## config.mk

```make
export PLATFORM = sky130hd
export DESIGN_NAME = pisp_host
export DESIGN_NICKNAME = d
export VERILOG_FILES = /design/src/hw/pisp_pkg.sv /design/src/hw/pisp_sync2.sv /design/src/hw/pisp_tick_gen.sv /design/src/hw/pisp_host.sv
export SDC_FILE = /design/constraint.sdc
export NUM_CORES = 1
export LEC_CHECK = 0
export BUFFER_PORTS_ARGS = -buffer_cell sky130_fd_sc_hd__buf_2
export CAP_MARGIN = 40
export CELL_PAD_IN_SITES_DETAIL_PLACEMENT = 1
export CELL_PAD_IN_SITES_GLOBAL_PLACEMENT = 1
export CORE_AREA = 4 4 88 90
export CTS_CLUSTER_DIAMETER = 200
export DETAILED_ROUTE_END_ITERATION = 10
export DIE_AREA = 0 0 92 94
export PLACE_DENSITY = 0.79
export SETUP_SLACK_MARGIN = 0.5
export SLEW_MARGIN = 40
export SYNTH_ARGS = -nofsm -noshare
export SYNTH_HDL_FRONTEND = slang
export SYNTH_HIERARCHICAL = 1
export SYNTH_SLANG_ARGS = --single-unit
```

## constraint.sdc

```tcl
create_clock -name sys_clk -period 2.4 [get_ports sys_clk]
set_input_delay 0.24 -clock sys_clk [delete_from_list [all_inputs] [get_ports sys_clk]]
set_output_delay 0.24 -clock sys_clk [all_outputs]
set_load 0.01 [all_outputs]
```

## src/hw/pisp_pkg.sv

```systemverilog
// Constants and types shared by the host-side two-wire bus master
`default_nettype none

package pisp_pkg;

   ////////////////////////////////////////////////////////////////////////
   // Timing

   // System clock period in ns
   localparam int CLK_PERIOD_NS = 10;
   // Highest bit rate the device accepts, in kbit/s
   localparam int MAX_RATE_KBPS = 400;
   // Shortest legal bit period in ns
   localparam int BIT_PERIOD_NS = 1000000 / MAX_RATE_KBPS;
   // Quarter bit in cycles, rounded up so the rate never exceeds the max
   localparam int QUARTER_CYCLES =
      (BIT_PERIOD_NS + 4 * CLK_PERIOD_NS - 1) / (4 * CLK_PERIOD_NS);

   ////////////////////////////////////////////////////////////////////////
   // Bit slots and protocol values

   // Slot index of the acknowledge clock, after eight data slots
   localparam logic [3:0] ACK_SLOT   = 4'h8;
   localparam logic [3:0] FIRST_SLOT = 4'h0;
   localparam logic [3:0] SLOT_STEP  = 4'h1;
   // Direction bit appended to the address
   localparam logic       DIR_WRITE  = 1'b0;
   localparam logic       DIR_READ   = 1'b1;
   // Fixed addresses of the two package variants
   localparam logic [6:0] ADDR_VARIANT_A = 7'h60;
   localparam logic [6:0] ADDR_VARIANT_B = 7'h61;
   // Saturation value of the clock-high length counter
   localparam logic [7:0] HIGH_CNT_MAX = 8'hFF;

   ////////////////////////////////////////////////////////////////////////
   // Types

   // Transfer state, Gray along idle, start, byte, stop
   typedef enum logic [1:0] {
      ST_IDLE  = 2'h0,
      ST_START = 2'h1,
      ST_BYTE  = 2'h3,
      ST_STOP  = 2'h2
   } pisp_state_type;

   // Quarter phase of one bit slot, Gray coded
   typedef enum logic [1:0] {
      PH_SET    = 2'h0,
      PH_RISE   = 2'h1,
      PH_SAMPLE = 2'h3,
      PH_FALL   = 2'h2
   } pisp_phase_type;

   // Which byte of the transfer is on the wire
   typedef enum logic [2:0] {
      BY_ADDRW = 3'h0,
      BY_INDEX = 3'h1,
      BY_WDATA = 3'h3,
      BY_ADDRR = 3'h2,
      BY_RDATA = 3'h6
   } pisp_byte_type;

endpackage

`default_nettype wire

```

## src/hw/pisp_sync2.sv

```systemverilog
// Two flip-flop synchroniser for a single level
`default_nettype none

module pisp_sync2 #(
   parameter logic RESET_VAL = 1'b0
) (
   // Clock and reset
   input  wire logic clk,
   input  wire logic rst_n,
   // Level in and synchronised level out
   input  wire logic d,
   output var  logic q
);

   // First stage, read only by the second stage
   logic meta;

   // Both stages take the reset constant, then shift the input through
   always_ff @(posedge clk or negedge rst_n) begin
      if (!rst_n) begin
         meta <= RESET_VAL;
         q    <= RESET_VAL;
      end else begin
         meta <= d;
         q    <= meta;
      end
   end

endmodule

`default_nettype wire

```

## src/hw/pisp_tick_gen.sv

```systemverilog
// Divider that yields a one-cycle tick every DIV clock cycles
`default_nettype none

module pisp_tick_gen #(
   parameter int DIV = 4
) (
   // Clock and reset
   input  wire logic clk,
   input  wire logic rst_n,
   // One-cycle pulse
   output var  logic tick
);

   localparam int           W    = $clog2(DIV);
   localparam logic [W-1:0] LAST = W'(DIV - 1);

   // Free-running cycle count within one period
   logic [W-1:0] count;

   // Wrap at the last count and pulse the tick there
   always_ff @(posedge clk or negedge rst_n) begin
      if (!rst_n) begin
         count <= '0;
         tick  <= 1'b0;
      end else if (count == LAST) begin
         count <= '0;
         tick  <= 1'b1;
      end else begin
         count <= count + 1'b1;
         tick  <= 1'b0;
      end
   end

endmodule

`default_nettype wire

```

## src/hw/pisp_host.sv

```systemverilog
// Host-side two-wire bus master for register access to the power device
`default_nettype none

module pisp_host (
   // System clock and reset
   input  wire logic       sys_clk,
   input  wire logic       resetn,
   // Command from user logic
   input  wire logic       cmd_valid,
   input  wire logic       cmd_read,
   input  wire logic       cmd_variant,
   input  wire logic [7:0] cmd_index,
   input  wire logic [7:0] cmd_wdata,
   output var  logic       cmd_ready,
   // Result to user logic
   output var  logic       rsp_done,
   output var  logic       rsp_nack,
   output var  logic [7:0] rsp_rdata,
   output var  logic       bus_busy,
   // Serial clock pin, open drain
   input  wire logic       scl_i,
   output var  logic       scl_o,
   output var  logic       scl_oe,
   // Serial data pin, open drain
   input  wire logic       sda_i,
   output var  logic       sda_o,
   output var  logic       sda_oe
);

   ////////////////////////////////////////////////////////////////////////
   // Reset, pin synchronisers and bit timing

   logic rst_n;   // Reset released through two flip-flops
   logic scl_s;   // Clock line level, synchronised
   logic sda_s;   // Data line level, synchronised
   logic tick;    // One pulse per quarter bit

   // Asserts at once, releases two edges after resetn rises
   pisp_sync2 #(.RESET_VAL(1'b0)) u_rst_sync (
      .clk   (sys_clk),
      .rst_n (resetn),
      .d     (1'b1),
      .q     (rst_n)
   );

   // The wire levels come from outside and must be synchronised
   pisp_sync2 #(.RESET_VAL(1'b1)) u_scl_sync (
      .clk   (sys_clk),
      .rst_n (rst_n),
      .d     (scl_i),
      .q     (scl_s)
   );

   pisp_sync2 #(.RESET_VAL(1'b1)) u_sda_sync (
      .clk   (sys_clk),
      .rst_n (rst_n),
      .d     (sda_i),
      .q     (sda_s)
   );

   // Quarter-bit divider; four quarters keep the rate at or below max
   pisp_tick_gen #(.DIV(pisp_pkg::QUARTER_CYCLES)) u_tick (
      .clk   (sys_clk),
      .rst_n (rst_n),
      .tick  (tick)
   );

   ////////////////////////////////////////////////////////////////////////
   // State

   pisp_pkg::pisp_state_type state;       // Transfer state
   pisp_pkg::pisp_state_type next_state;
   pisp_pkg::pisp_phase_type phase;       // Quarter within a bit slot
   pisp_pkg::pisp_phase_type next_phase;
   pisp_pkg::pisp_byte_type  byte_sel;    // Byte now on the wire
   pisp_pkg::pisp_byte_type  next_sel;
   logic [3:0]               bit_cnt;     // Slot 0..7 data, 8 ack
   logic [3:0]               next_bit;
   logic                     rd_q;        // Latched direction of job
   logic                     variant_q;   // Latched address variant
   logic [7:0]               index_q;     // Latched register index
   logic [7:0]               wdata_q;     // Latched write data
   logic [7:0]               rx_byte;     // Bits read from the slave
   logic                     ack_bit;     // Level seen in ack slot

   ////////////////////////////////////////////////////////////////////////
   // Decode

   logic       accept;      // Command taken this cycle
   logic       stall;       // Slave holds the clock low
   logic       step;        // Advance one quarter
   logic       at_ack;      // Current slot is the ack slot
   logic       rx_mode;     // Slave is sending this byte
   logic       slot_end;    // Last quarter of a slot is done
   logic       byte_end;    // Ack slot has just finished
   logic       nack_seen;   // Slave refused the byte
   logic [6:0] dev_addr;    // Address of the chosen variant
   logic [7:0] tx_byte;     // Byte the master sends now
   logic       tx_bit;      // Bit of tx_byte for this slot
   logic       drive_bit;   // Data line pulled low in this slot
   logic       next_scl_oe;
   logic       next_sda_oe;

   assign accept   = cmd_valid & cmd_ready;
   // Sampling waits until the clock line really is high
   assign stall    = (phase == pisp_pkg::PH_SAMPLE) & ~scl_s;
   assign step     = tick & ~stall & (state != pisp_pkg::ST_IDLE);
   assign at_ack   = (bit_cnt == pisp_pkg::ACK_SLOT);
   assign rx_mode  = (byte_sel == pisp_pkg::BY_RDATA);
   assign slot_end = step & (phase == pisp_pkg::PH_FALL);
   assign byte_end = slot_end & (state == pisp_pkg::ST_BYTE) & at_ack;
   // Refusal ends the job; the read byte is refused by us, not it
   assign nack_seen = byte_end & ~rx_mode & ack_bit;

   // One of the two fixed addresses
   assign dev_addr = variant_q ? pisp_pkg::ADDR_VARIANT_B
                               : pisp_pkg::ADDR_VARIANT_A;

   // Byte order: address+W, index, data; or address+R after index
   assign tx_byte =
      (byte_sel == pisp_pkg::BY_ADDRW) ?
         {dev_addr, pisp_pkg::DIR_WRITE} :
      (byte_sel == pisp_pkg::BY_ADDRR) ?
         {dev_addr, pisp_pkg::DIR_READ} :
      (byte_sel == pisp_pkg::BY_INDEX) ? index_q :
      wdata_q;

   // Slot 0 carries bit 7; inverted count picks msb first
   assign tx_bit    = tx_byte[~bit_cnt[2:0]];
   // Ack slot: release for the slave, and release as our refusal
   assign drive_bit = ~at_ack & ~rx_mode & ~tx_bit;

   // Clock: released on rise, pulled low on fall, left free after stop
   assign next_scl_oe =
      (phase == pisp_pkg::PH_RISE) ? 1'b0 :
      (phase == pisp_pkg::PH_FALL && state != pisp_pkg::ST_STOP) ? 1'b1 :
      scl_oe;

   // Data moves while clock low, except the start and stop edges
   assign next_sda_oe =
      (phase == pisp_pkg::PH_SET) ?
         ((state == pisp_pkg::ST_START) ? 1'b0 :
          (state == pisp_pkg::ST_STOP)  ? 1'b1 : drive_bit) :
      (phase == pisp_pkg::PH_SAMPLE) ?
         ((state == pisp_pkg::ST_START) ? 1'b1 :
          (state == pisp_pkg::ST_STOP)  ? 1'b0 :
          sda_oe) :
      sda_oe;

   // Phase walks Gray: set, rise, sample, fall
   assign next_phase =
      accept ? pisp_pkg::PH_SET :
      !step  ? phase :
      (phase == pisp_pkg::PH_SET)    ? pisp_pkg::PH_RISE :
      (phase == pisp_pkg::PH_RISE)   ? pisp_pkg::PH_SAMPLE :
      (phase == pisp_pkg::PH_SAMPLE) ? pisp_pkg::PH_FALL :
      pisp_pkg::PH_SET;

   ////////////////////////////////////////////////////////////////////////
   // Transfer sequencing

   // Next state, byte and slot
   always_comb begin
      next_state = state;
      next_sel   = byte_sel;
      next_bit   = bit_cnt;
      unique case (state)
         pisp_pkg::ST_IDLE: begin
            // A new job always opens with a start
            if (accept) begin
               next_state = pisp_pkg::ST_START;
               next_sel   = pisp_pkg::BY_ADDRW;
            end
         end
         pisp_pkg::ST_START: begin
            // Same start sequence serves first and repeated start
            if (slot_end) begin
               next_state = pisp_pkg::ST_BYTE;
               next_bit   = pisp_pkg::FIRST_SLOT;
            end
         end
         pisp_pkg::ST_BYTE: begin
            if (slot_end && !at_ack) begin
               next_bit = bit_cnt + pisp_pkg::SLOT_STEP;
            end else if (nack_seen) begin
               // No acknowledge: give the bus back at once
               next_state = pisp_pkg::ST_STOP;
            end else if (byte_end) begin
               next_bit = pisp_pkg::FIRST_SLOT;
               unique case (byte_sel)
                  pisp_pkg::BY_ADDRW: begin
                     next_sel = pisp_pkg::BY_INDEX;
                  end
                  pisp_pkg::BY_INDEX: begin
                     // A read turns round with a repeated start
                     if (rd_q) begin
                        next_state = pisp_pkg::ST_START;
                        next_sel   = pisp_pkg::BY_ADDRR;
                     end else begin
                        next_sel = pisp_pkg::BY_WDATA;
                     end
                  end
                  pisp_pkg::BY_ADDRR: begin
                     next_sel = pisp_pkg::BY_RDATA;
                  end
                  pisp_pkg::BY_WDATA, pisp_pkg::BY_RDATA: begin
                     next_state = pisp_pkg::ST_STOP;
                  end
                  default: begin
                     next_state = pisp_pkg::ST_STOP;
                  end
               endcase
            end
         end
         pisp_pkg::ST_STOP: begin
            if (slot_end) begin
               next_state = pisp_pkg::ST_IDLE;
            end
         end
      endcase
   end

   // Sequencer registers
   always_ff @(posedge sys_clk or negedge rst_n) begin
      if (!rst_n) begin
         state    <= pisp_pkg::ST_IDLE;
         phase    <= pisp_pkg::PH_SET;
         byte_sel <= pisp_pkg::BY_ADDRW;
         bit_cnt  <= pisp_pkg::FIRST_SLOT;
      end else begin
         state    <= next_state;
         phase    <= next_phase;
         byte_sel <= next_sel;
         bit_cnt  <= next_bit;
      end
   end

   // Command latch; held for the whole job
   always_ff @(posedge sys_clk or negedge rst_n) begin
      if (!rst_n) begin
         rd_q      <= 1'b0;
         variant_q <= 1'b0;
         index_q   <= 8'h00;
         wdata_q   <= 8'h00;
      end else if (accept) begin
         rd_q      <= cmd_read;
         variant_q <= cmd_variant;
         index_q   <= cmd_index;
         wdata_q   <= cmd_wdata;
      end
   end

   ////////////////////////////////////////////////////////////////////////
   // Line drivers and sampling

   // Open-drain enables change only on a quarter step
   always_ff @(posedge sys_clk or negedge rst_n) begin
      if (!rst_n) begin
         scl_oe <= 1'b0;
         sda_oe <= 1'b0;
      end else if (step) begin
         scl_oe <= next_scl_oe;
         sda_oe <= next_sda_oe;
      end
   end

   // Pins are only ever pulled low; the level comes from the pull-ups
   always_ff @(posedge sys_clk or negedge rst_n) begin
      if (!rst_n) begin
         scl_o <= 1'b0;
         sda_o <= 1'b0;
      end else begin
         scl_o <= 1'b0;
         sda_o <= 1'b0;
      end
   end

   // Sample the data line in the middle of the clock-high time
   always_ff @(posedge sys_clk or negedge rst_n) begin
      if (!rst_n) begin
         rx_byte <= 8'h00;
         ack_bit <= 1'b1;
      end else if (step && phase == pisp_pkg::PH_SAMPLE &&
                   state == pisp_pkg::ST_BYTE) begin
         if (at_ack) begin
            ack_bit <= sda_s;
         end else begin
            rx_byte <= {rx_byte[6:0], sda_s};
         end
      end
   end

   ////////////////////////////////////////////////////////////////////////
   // Results to user logic

   // Ready only while idle; a job cannot be queued behind another
   always_ff @(posedge sys_clk or negedge rst_n) begin
      if (!rst_n) begin
         cmd_ready <= 1'b0;
         rsp_done  <= 1'b0;
      end else begin
         cmd_ready <= (next_state == pisp_pkg::ST_IDLE);
         rsp_done  <= slot_end & (state == pisp_pkg::ST_STOP);
      end
   end

   // Refusal flag lives until the next job; read byte kept on success
   always_ff @(posedge sys_clk or negedge rst_n) begin
      if (!rst_n) begin
         rsp_nack  <= 1'b0;
         rsp_rdata <= 8'h00;
      end else begin
         if (nack_seen) begin
            rsp_nack <= 1'b1;
         end else if (accept) begin
            rsp_nack <= 1'b0;
         end
         if (byte_end && rx_mode) begin
            rsp_rdata <= rx_byte;
         end
      end
   end

   // Busy from the start edge to the stop edge
   always_ff @(posedge sys_clk or negedge rst_n) begin
      if (!rst_n) begin
         bus_busy <= 1'b0;
      end else if (step && phase == pisp_pkg::PH_SAMPLE) begin
         if (state == pisp_pkg::ST_START) begin
            bus_busy <= 1'b1;
         end else if (state == pisp_pkg::ST_STOP) begin
            bus_busy <= 1'b0;
         end
      end
   end

   ////////////////////////////////////////////////////////////////////////
   // Assertions

   localparam int HIGH_MIN = pisp_pkg::QUARTER_CYCLES;

   // Cycles the clock line has been released; the high time of a start
   // counts too, so the first pull-down of a byte is judged fairly
   logic [7:0] hi_cnt;

   always_ff @(posedge sys_clk or negedge rst_n) begin
      if (!rst_n) begin
         hi_cnt <= 8'h00;
      end else if (scl_oe) begin
         hi_cnt <= 8'h00;
      end else if (hi_cnt != pisp_pkg::HIGH_CNT_MAX) begin
         hi_cnt <= hi_cnt + 8'h01;
      end
   end
endmodule

`default_nettype wire

```

After elaboration in Yosys (flattened, before gate mapping)
Cells that the tools add are included.
{ "word_totals": {"latch_bits": 0, "elab_cells": 137, "out_inout_bits": 16, "rom_bits": 0, "inputBits": 23, "mem_bits_rw": 0, "reg_bits": 65, "memories": 0} }
{ "op_classes": {"bitwise": 18, "n_eq_ne": 20, "n_div": 0, "n_shift": 0, "magnitude_cmp": 1, "multipliers": 0, "addsub": 2, "reduce_logical": 27, "mux": 44} }
{ "op_table": {"columns": ["cell", "n"], "rows": [
  ["$mux 2", 12],
  ["$mux 8", 3],
  ["$mux 4", 4],
  ["$reduce_bool 2->1", 8],
  ["$mux 1", 14],
  ["$and 1x1->1", 12],
  ["$mux 3", 4],
  ["$ne 2x2->1 const B", 6],
  ["$pmux 3 s3", 1],
  ["$eq 2x2->1 const B", 4],
  ["$pmux 2 s4", 1],
  ["$pmux 4 s2", 1],
  ["$reduce_and 2->1", 4],
  ["$add 6x1->6 const B", 1],
  ["$eq 6x6->1 const B", 1],
  ["$logic_not 2->1", 3],
  ["$mux 6", 1],
  ["$ne 3x3->1 const B", 2],
  ["$pmux 3 s2", 1],
  ["$reduce_and 6->1", 1],
  ["$logic_and 1x1->1", 5],
  ["$not 1->1", 5],
  ["$add 4x1->4 const B", 1],
  ["$eq 2x1->1 const B", 2],
  ["other kinds (15)", 15]
]} }

Logic depth before layout (Yosys ltp)
Gate-level depths: netlist (run 1).
{ "depth": {"word_depth": 14, "ltp_mapped": 8, "depth_no_buf": 7} }

Cells and area by module
The synthesis (run 1) kept the hierarchy.
{ "by_module_without_submodules": {"columns": ["mod", "area_each_um2", "cells_per_inst", "instances", "seq_area_each_um2"], "rows": [
  ["pisp_host", 2643.8, 225, 1, 1302.5],
  ["pisp_tick_gen", 305.3, 27, 1, 175.2],
  ["pisp_sync2 (u_scl_sync ...)", 52.6, 2, 2, 52.6],
  ["pisp_sync2 (u_rst_sync)", 50.0, 2, 1, 50.0]
]} }

Worst setup path after synthesis (run 1)
OpenSTA, ideal clock, no wires.
{ "synth_path": {"path_type": "register to register", "from": "register state[0]", "to": "register rsp_rdata[0]", "path_buffers": 0, "setup_slack_ns": 0.368, "setup_time_ns": 0.125, "synth_period_minus_slack_ns": 2.032, "required_time_ns": 2.275, "path_stages_with_launch": 8, "arrival_ns": 1.907, "path_cell_list": "dfrtp_1 > inv_1 > ha_1 > nor2b_2 > and3_1 > nand3_1 > nor2_2 > mux2_2"} }
{ "synth_between": {"elab_chain_len": 6, "word_cells_on_any_way": 7, "cone_classes": "eq/ne: 1; bitwise: 4; reduce/logical: 2"} }
{ "synth_lines": {"columns": ["element", "line", "source"], "rows": [
  ["start: declaration", "pisp_host.sv:71", "pisp_pkg::pisp_state_type state;"],
  ["start signal: assignment", "pisp_host.sv:226", "state <= pisp_pkg::ST_IDLE;"],
  ["start signal: assignment", "pisp_host.sv:231", "state <= next_state;"],
  ["$reduce_bool 2->1", "pisp_host.sv:107", "assign step = tick & ~stall & (state != pisp_pkg::ST_IDLE);"],
  ["$and 1x1->1", "pisp_host.sv:107", null],
  ["$and 1x1->1", "pisp_host.sv:110", "assign slot_end = step & (phase == pisp_pkg::PH_FALL);"],
  ["$and 1x1->1 * (2 in series)", "pisp_host.sv:111", "assign byte_end = slot_end & (state == pisp_pkg::ST_BYTE) & at_ack;"],
  ["$logic_and 1x1->1 *", "pisp_host.sv:318", "if (byte_end && rx_mode) begin"],
  ["end signal: assignment", "pisp_host.sv:319", "rsp_rdata <= rx_byte;"],
  ["end: declaration", "pisp_host.sv:18", "output var logic [7:0] rsp_rdata,"]
]} }
Every way passes the cells marked *; elsewhere a longest branch is shown, timed or not.
A chain may end at the register's enable or synchronous reset.

Final worst setup path (run 1)
{ "layout_path": {"from": "register bit_cnt[1]", "to": "register cmd_ready"} }
{ "layout_between": {"elab_chain_len": 8, "word_cells_on_any_way": 11, "cone_classes": "eq/ne: 1; mux: 4; bitwise: 3; reduce/logical: 3"} }
{ "layout_lines": {"columns": ["element", "line", "source"], "rows": [
  ["start: declaration", "pisp_host.sv:77", "logic [3:0] bit_cnt;"],
  ["start signal: assignment", "pisp_host.sv:229", "bit_cnt <= pisp_pkg::FIRST_SLOT;"],
  ["start signal: assignment", "pisp_host.sv:234", "bit_cnt <= next_bit;"],
  ["$eq 4x4->1 *", "pisp_host.sv:108", "assign at_ack = (bit_cnt == pisp_pkg::ACK_SLOT);"],
  ["$and 1x1->1", "pisp_host.sv:111", null],
  ["$and 1x1->1 (2 in series)", "pisp_host.sv:113", "assign nack_seen = byte_end & ~rx_mode & ack_bit;"],
  ["$mux 2", "pisp_host.sv:185", "end else if (nack_seen) begin"],
  ["$mux 2 *", "pisp_host.sv:183", "if (slot_end && !at_ack) begin"],
  ["$pmux 2 s4 *", "pisp_host.sv:167", "unique case (state)"],
  ["via next_state[0]", "pisp_host.sv:72", "pisp_pkg::pisp_state_type next_state;"],
  ["$logic_not 2->1 *", "pisp_host.sv:302", "cmd_ready <= (next_state == pisp_pkg::ST_IDLE);"],
  ["end signal: assignment", "pisp_host.sv:302", null],
  ["end: declaration", "pisp_host.sv:14", "output var logic cmd_ready,"]
]} }
The timed path passes the listed nets; every way through them passes the cells marked *.

==> flow_summary.toml, run 1 <==
[routing]
via_per_inst = 5.59
drt_iter0_markers = 176
ant_nets = 0
wirelength_um = 8470
num_vias = 2397
drc = 0
first_pass_iters = 7
wl_per_cell_um = 19.7

[yosys]
synthTopCellsByArea = "dfrtp_1 (48%), mux2_2 (14%), ha_1 (4.8%), dfstp_2 (4.2%), nor2_1 (1.8%)"
ys_seq_area_share_pct = 52.6
synth_cells = 258
ys_ff_latch = 65
avgSynthCellArea_um2 = 12.0
yosysWarnings = 6
async_flop_share_pct = 100
ys_types = 61
yosysTopAreaCellShare_pct = 48.4
yosys.area.top_type = "dfrtp_1"
synth_edf_count = 0
synthesis.area_um2 = 3100
synthFlopType = "dfrtp_1"

[clock_tree]
htreeDepth = 3
clk_latency_ps = 360
path_clk_slew_ps = 80
cts_tree = "done"
clockBufferDepth = 2
cts_root_buf = "clkbuf_8"
cts_sinks = 65
cts_buffers = 9

[global_routing]
grt_max_degree = 26
antenna_found_initial = 0
grt-ovfl-total = 0
first_global_vias = 2427
grt_pass1_wl_um = 12300
track_usage_pct = 18.2

[pwr]
ir_drop_mv = 0.396
power.density_nw_per_um2 = 516
leakagePower_nw = 1.85

[die]
rows = 31
coreArea_um2 = 7060
num_io_pins = 39
die-area_um2 = 8650
start_util_pct = 44.0
die_y_um = 94
die_width_um = 92

[flow_run]
cap_violations = 0

[critical_path]
crit_path_max_fanout = 5
end_kind = "register"
worstSetupStartpointType = "register"
r2r_start = "bit_cnt[1]$_DFFE_PN0P_"
critical_path_class = "reg -> reg"
max_stage_delay_ps = 450
arrival_ps = 2370
cp_cell_sequence = "inv_2 -> ha_4 -> and3b_2 -> nand4_1 -> buf_4 -> o22ai_1 -> a211oi_2 -> nor4_2"
worstPathRequired_ps = 2630
r2r-end = "cmd_ready$_DFF_PN0_"
critPathCapture = "cmd_ready$_DFF_PN0_"
r2r_cells = 8
r2r_setup_slack_ps = 270
startpoint = "bit_cnt[1]$_DFFE_PN0P_"
cp_slowest_cell = "dfrtp_2"

[place]
gp_congestion = 0.782
dpl-instance-area_um2 = 3420
dp.cells = 390
dp_hpwl_um = 4980
port_buffers = 36

[final_layout]
final_cell_area_um2 = 3920
fin_util_pct = 55.5
drive_gt1_share_pct = 48.2
antenna_cells = 0
area_growth_pct = 26.3
fin_cells = 429
nets = 360

[sta]
hold_ws_ps = 69.9
hold_viol = 0
slew_headroom_pct = 65.1
fin_skew_ps = 14.5
fin_tns_setup_ps = 0
period_minus_slack_ps = 2130
setup_viol = 0
fmax_mhz = 468
maxSlewViolCount = 0
timing.final.crit_share_pct = 89.0
rsz0062_at_grt = "true"
worstMarginPinSlew_ps = 516

[min_path]
hold_path.class = "in -> reg"
hold_depth = 2

[status]
status = "complete, no violations"
[synth_stat cells, types with 2 or more instances]
master	instances
xor2_1	2
nand2b_1	3
nand2_1	14
nand3_1	6
ha_1	12
and2_1	2
dfstp_2	5
mux2_2	38
o21ai_0	8
a21oi_1	8
or3_1	2
conb_1	2
clkbuf_1	4
nor2_1	15
inv_1	10
a31oi_1	6
o311a_1	2
nand3b_1	4
xnor2_1	2
a22o_1	2
and3_1	2
dfrtp_1	60
nor2b_1	2
mux2i_1	3
nand4_1	3
buf_4	3
a211oi_1	2
or4b_1	2
buf_2	2
[cells by family (layout without fill, tap and decap cells)]
group	count (synthesis)	after routing	share of synthesized area, %
and+or+nand+nor	71	71	13.4
DFF	65	65	52.6
AOI/OAI and AO/OA	42	42	9.55
muxes	42	42	15.1
buffers and inverters	20	91	3.10
adders and majority gates	12	12	4.84
xor gates and xnor gates	4	4	1.13
other	2	3	0.242
[through the flow]
step                setup slack (ps)  total power [mW]
CTS                              497              2.03
detailed placement               266              1.17
floorplan                        527              1.14
global placement                 330              1.17
global route                     236              2.09
finish                           265              2.02
[layout make-up]
class	instances	area, µm²
Tap cell	99	124
Multi-Input combinational cell	174	1520
Sequential cell	65	1640
Inverter	10	37.5
Clock buffer	10	138
Timing Repair Buffer	65	415
Fill cell	774	3140
Clock inverter	6	42.5
[worst min-delay path by stage]
stage	end	startpoint	slack, ps
final	phase[1]$_DFFE_PN0P_	cmd_valid	70
after global routing	phase[1]$_DFFE_PN0P_	cmd_valid	80
after CTS	phase[1]$_DFFE_PN0P_	cmd_valid	60
after detailed placement	u_rst_sync/meta$_DFF_PN0_	resetn	30
after global placement	u_rst_sync/meta$_DFF_PN0_	resetn	20
after floorplan	u_rst_sync/meta$_DFF_PN0_	resetn	-60
[cell usage in the layout, fill, tap and decap left out, types with 4 or more instances in the layout]
master / n
ha_1: 7
inv_2: 4
dfrtp_1: 54
o21ai_0: 8
dfstp_2: 5
inv_1: 6
ha_4: 4
buf_4: 24
nor2_1: 14
nand3_1: 4
dfrtp_2: 6
mux2_2: 38
a21oi_1: 8
buf_2: 37
clkbuf_8: 10
nand2_1: 14
a31oi_1: 5
nand3b_1: 4
[metal layers]
layer	wire [µm]	part of all wire [%]	global-route usage, %
met4	293	3.5	6.93
met5	0	0	0
met2	4320	51	29.9
met1	3400	40	22.9
met3	451	5.3	5.05
[what timing repair did]
item,CTS,global route
resized for setup,17,15
setup endpoints to repair,20,23
pin swaps,2,9
buffers inserted,8,12
endpoints found under the hold margin,4,0
hold buffers,3,0
[critical path, delay by kind of cell, from the launching register on]
| family | cells | cell delay (ps) |
|---|---|---|
| fa+ha+maj | 1 | 130 |
| flops | 1 | 450 |
| simple gates | 3 | 750 |
| compound gates | 2 | 390 |
| buf+inv | 2 | 290 |
[report_power, final]
| group | internal, mW | switching (mW) | leakage [nW] | total (mW) |
|---|---|---|---|---|
| sequential | 1.10 | 0.00953 | 0.842 | 1.11 |
| clock | 0.404 | 0.468 | 0.0887 | 0.872 |
| combinational | 0.0187 | 0.0209 | 0.918 | 0.0396 |
| total | 1.53 | 0.499 | 1.85 | 2.02 |
[state kept, by name, indices dropped and copies added (netlist names), 2 cells and up]
name / count
wdata_q: 8
state: 2
rsp_rdata: 8
byte_sel: 3
index_q: 8
rx_byte: 8
u_tick/count: 6
phase: 2
bit_cnt: 4
No activity file was read; power rests on OpenSTA's default activity.
==> inputs of run 2 (changes only) <==
- CORE_AREA: 4 4 88 90 -> 4 4 87 89
- CTS_BUF_LIST: not set -> sky130_fd_sc_hd__clkbuf_4
- DIE_AREA: 0 0 92 94 -> 0 0 91 93
- PLACE_DENSITY: 0.79 -> 0.81
==> flow_summary.toml, run 2 (synthesis results as in run 1) <==
[final_layout]
fill_cells = 716
drive_gt1_share_pct = 48.2
mostFrequentLayoutCells = "dfrtp_1 (56), buf_2 (36), mux2_2 (35)"
multi_input_area_um2 = 1530
area_growth_pct = 27.1
seqCellArea_um2 = 1640
fin_cells = 415
nets = 364
final_common_cell = "dfrtp_1"

[die]
die_y_um = 93
coreArea_um2 = 6760
die_width_um = 91
die-area_um2 = 8460
num_io_pins = 39
start_util_pct = 45.9
rows = 30

[pwr]
power.density_nw_per_um2 = 536
leakagePower_nw = 1.88
ir_drop_mv = 0.373

[critical_path]
cp_slowest_cell = "dfrtp_2"
r2r_setup_slack_ps = 380
arrival_ps = 2300
critical_path_buf_inv_count = 2
critical_path_class = "reg -> reg"
cp_cell_sequence = "inv_2 -> ha_4 -> and3b_2 -> buf_4 -> and4_1 -> a31oi_2 -> a211oi_2 -> nor4_1"
r2r_cells = 8
r2r-end = "cmd_ready$_DFF_PN0_"
r2r_start = "bit_cnt[0]$_DFFE_PN0P_"
worstPathRequired_ps = 2680
crit_cells = 8
end_kind = "register"
max_stage_delay_ps = 440
crit_path_max_fanout = 5
critical_path.top_delay_family = "simple AND/OR/NAND/NOR gates"
worstSetupStartpointType = "register"

[min_path]
hold_path.class = "in -> reg"
whs_endpoint = "phase[1]$_DFFE_PN0P_"
hold_depth = 2
worstHoldStart = "cmd_valid"

[place]
dp_hpwl_um = 5040
dp.cells = 373
port_buffers = 36
gp_congestion = 0.837

[clock_tree]
clk_latency_ps = 410
clockBufferDepth = 2
htreeDepth = 3
path_clk_slew_ps = 120
cts_buffers = 9
cts_root_buf = "clkbuf_4"
cts_sinks = 65
cts_tree = "done"

[global_routing]
track_usage_pct = 20.1
grt_max_degree = 34
grt_pass1_wl_um = 13400
grt-ovfl-total = 0
first_global_vias = 2569
antenna_found_initial = 1

[sta]
setup_viol = 0
period_minus_slack_ps = 2020
hold_viol = 0
timing.final.crit_share_pct = 84.2
rsz0062_at_grt = "true"
fin_skew_ps = 30.8
fmax_mhz = 495
fin_tns_setup_ps = 0
maxSlewViolCount = 0

[routing]
drt_iter0_markers = 146
drc = 0
first_pass_iters = 4
num_vias = 2360
wl_per_cell_um = 20.8
via_per_inst = 5.69
ant_nets = 0
wirelength_um = 8650

[flow_run]
cap_violations = 0

[status]
status = "complete, no violations"
[run 2: metal layers]
layer / GRT usage, % / wire length (µm) / up-vias
li1: - / - / 1082
met1: 25.4 / 3730 / 1204
met2: 34.4 / 4450 / 61
met3: 4.42 / 329 / 13
met4: 6.28 / 143 / 0
met5: 0 / 0 / -
[run 2: final cells by class]
cell class,count,share of cell area (%)
well taps,80,2.54
inverters,10,0.951
flip-flops and latches,65,41.5
multi-input cells,174,38.8
clock inverters,7,3.01
diodes,1,0.0634
clock buffers,9,1.71
repair buffers,69,11.4
[run 2: worst reg2reg max path, stage by stage, from the launching register on]
cell	delay, ps
dfrtp_2	440
inv_2	70
ha_4	160
and3b_2	260
buf_4	150
and4_1	190
a31oi_2	250
a211oi_2	70
nor4_1	310
[run 2: worst max-delay path by stage]
stage / start / slack [ps] / to
floorplan: bit_cnt[1]$_DFFE_PN0P_ / 530 / byte_sel[2]$_DFFE_PN0P_
global placement: bit_cnt[1]$_DFFE_PN0P_ / 310 / byte_sel[2]$_DFFE_PN0P_
detailed placement: bit_cnt[1]$_DFFE_PN0P_ / 280 / byte_sel[2]$_DFFE_PN0P_
CTS: bit_cnt[1]$_DFFE_PN0P_ / 450 / byte_sel[2]$_DFFE_PN0P_
global route: state[0]$_DFF_PN0_ / 340 / cmd_ready$_DFF_PN0_
finish: bit_cnt[0]$_DFFE_PN0P_ / 380 / cmd_ready$_DFF_PN0_
[run 2: stage by stage]
step / util, % / cell area [µm²] / total power [mW] / hold WS, ps / worst slack [ps]
2_1_floorplan: - / 3130 / 1.14 / -55.6 / 527
3_5_place_dp: 50.4 / 3410 / 1.17 / 26.0 / 282
3_3_place_gp: 50.4 / 3410 / 1.17 / 24.7 / 308
4_1_cts: 56.2 / 3790 / 2.12 / 18.1 / 447
5_1_grt: 58.4 / 3950 / 2.20 / -7.59 / 343
6_report: 58.4 / 3950 / 2.11 / 36.0 / 380
[run 2: what timing repair did]
action                                  in CTS  in global routing
pin swaps                                    5                  7
setup buffers                               12                 10
endpoints found under the setup margin      22                 23
hold buffers                                 3                  0
resized for setup                           21                 13
hold endpoints to repair                     4                  0
[run 2: report_power, final]
group | total, mW | internal [mW] | switching [mW]
sequential | 1.11 | 1.10 | 0.00490
combinational | 0.0455 | 0.0187 | 0.0267
clock | 0.960 | 0.527 | 0.433
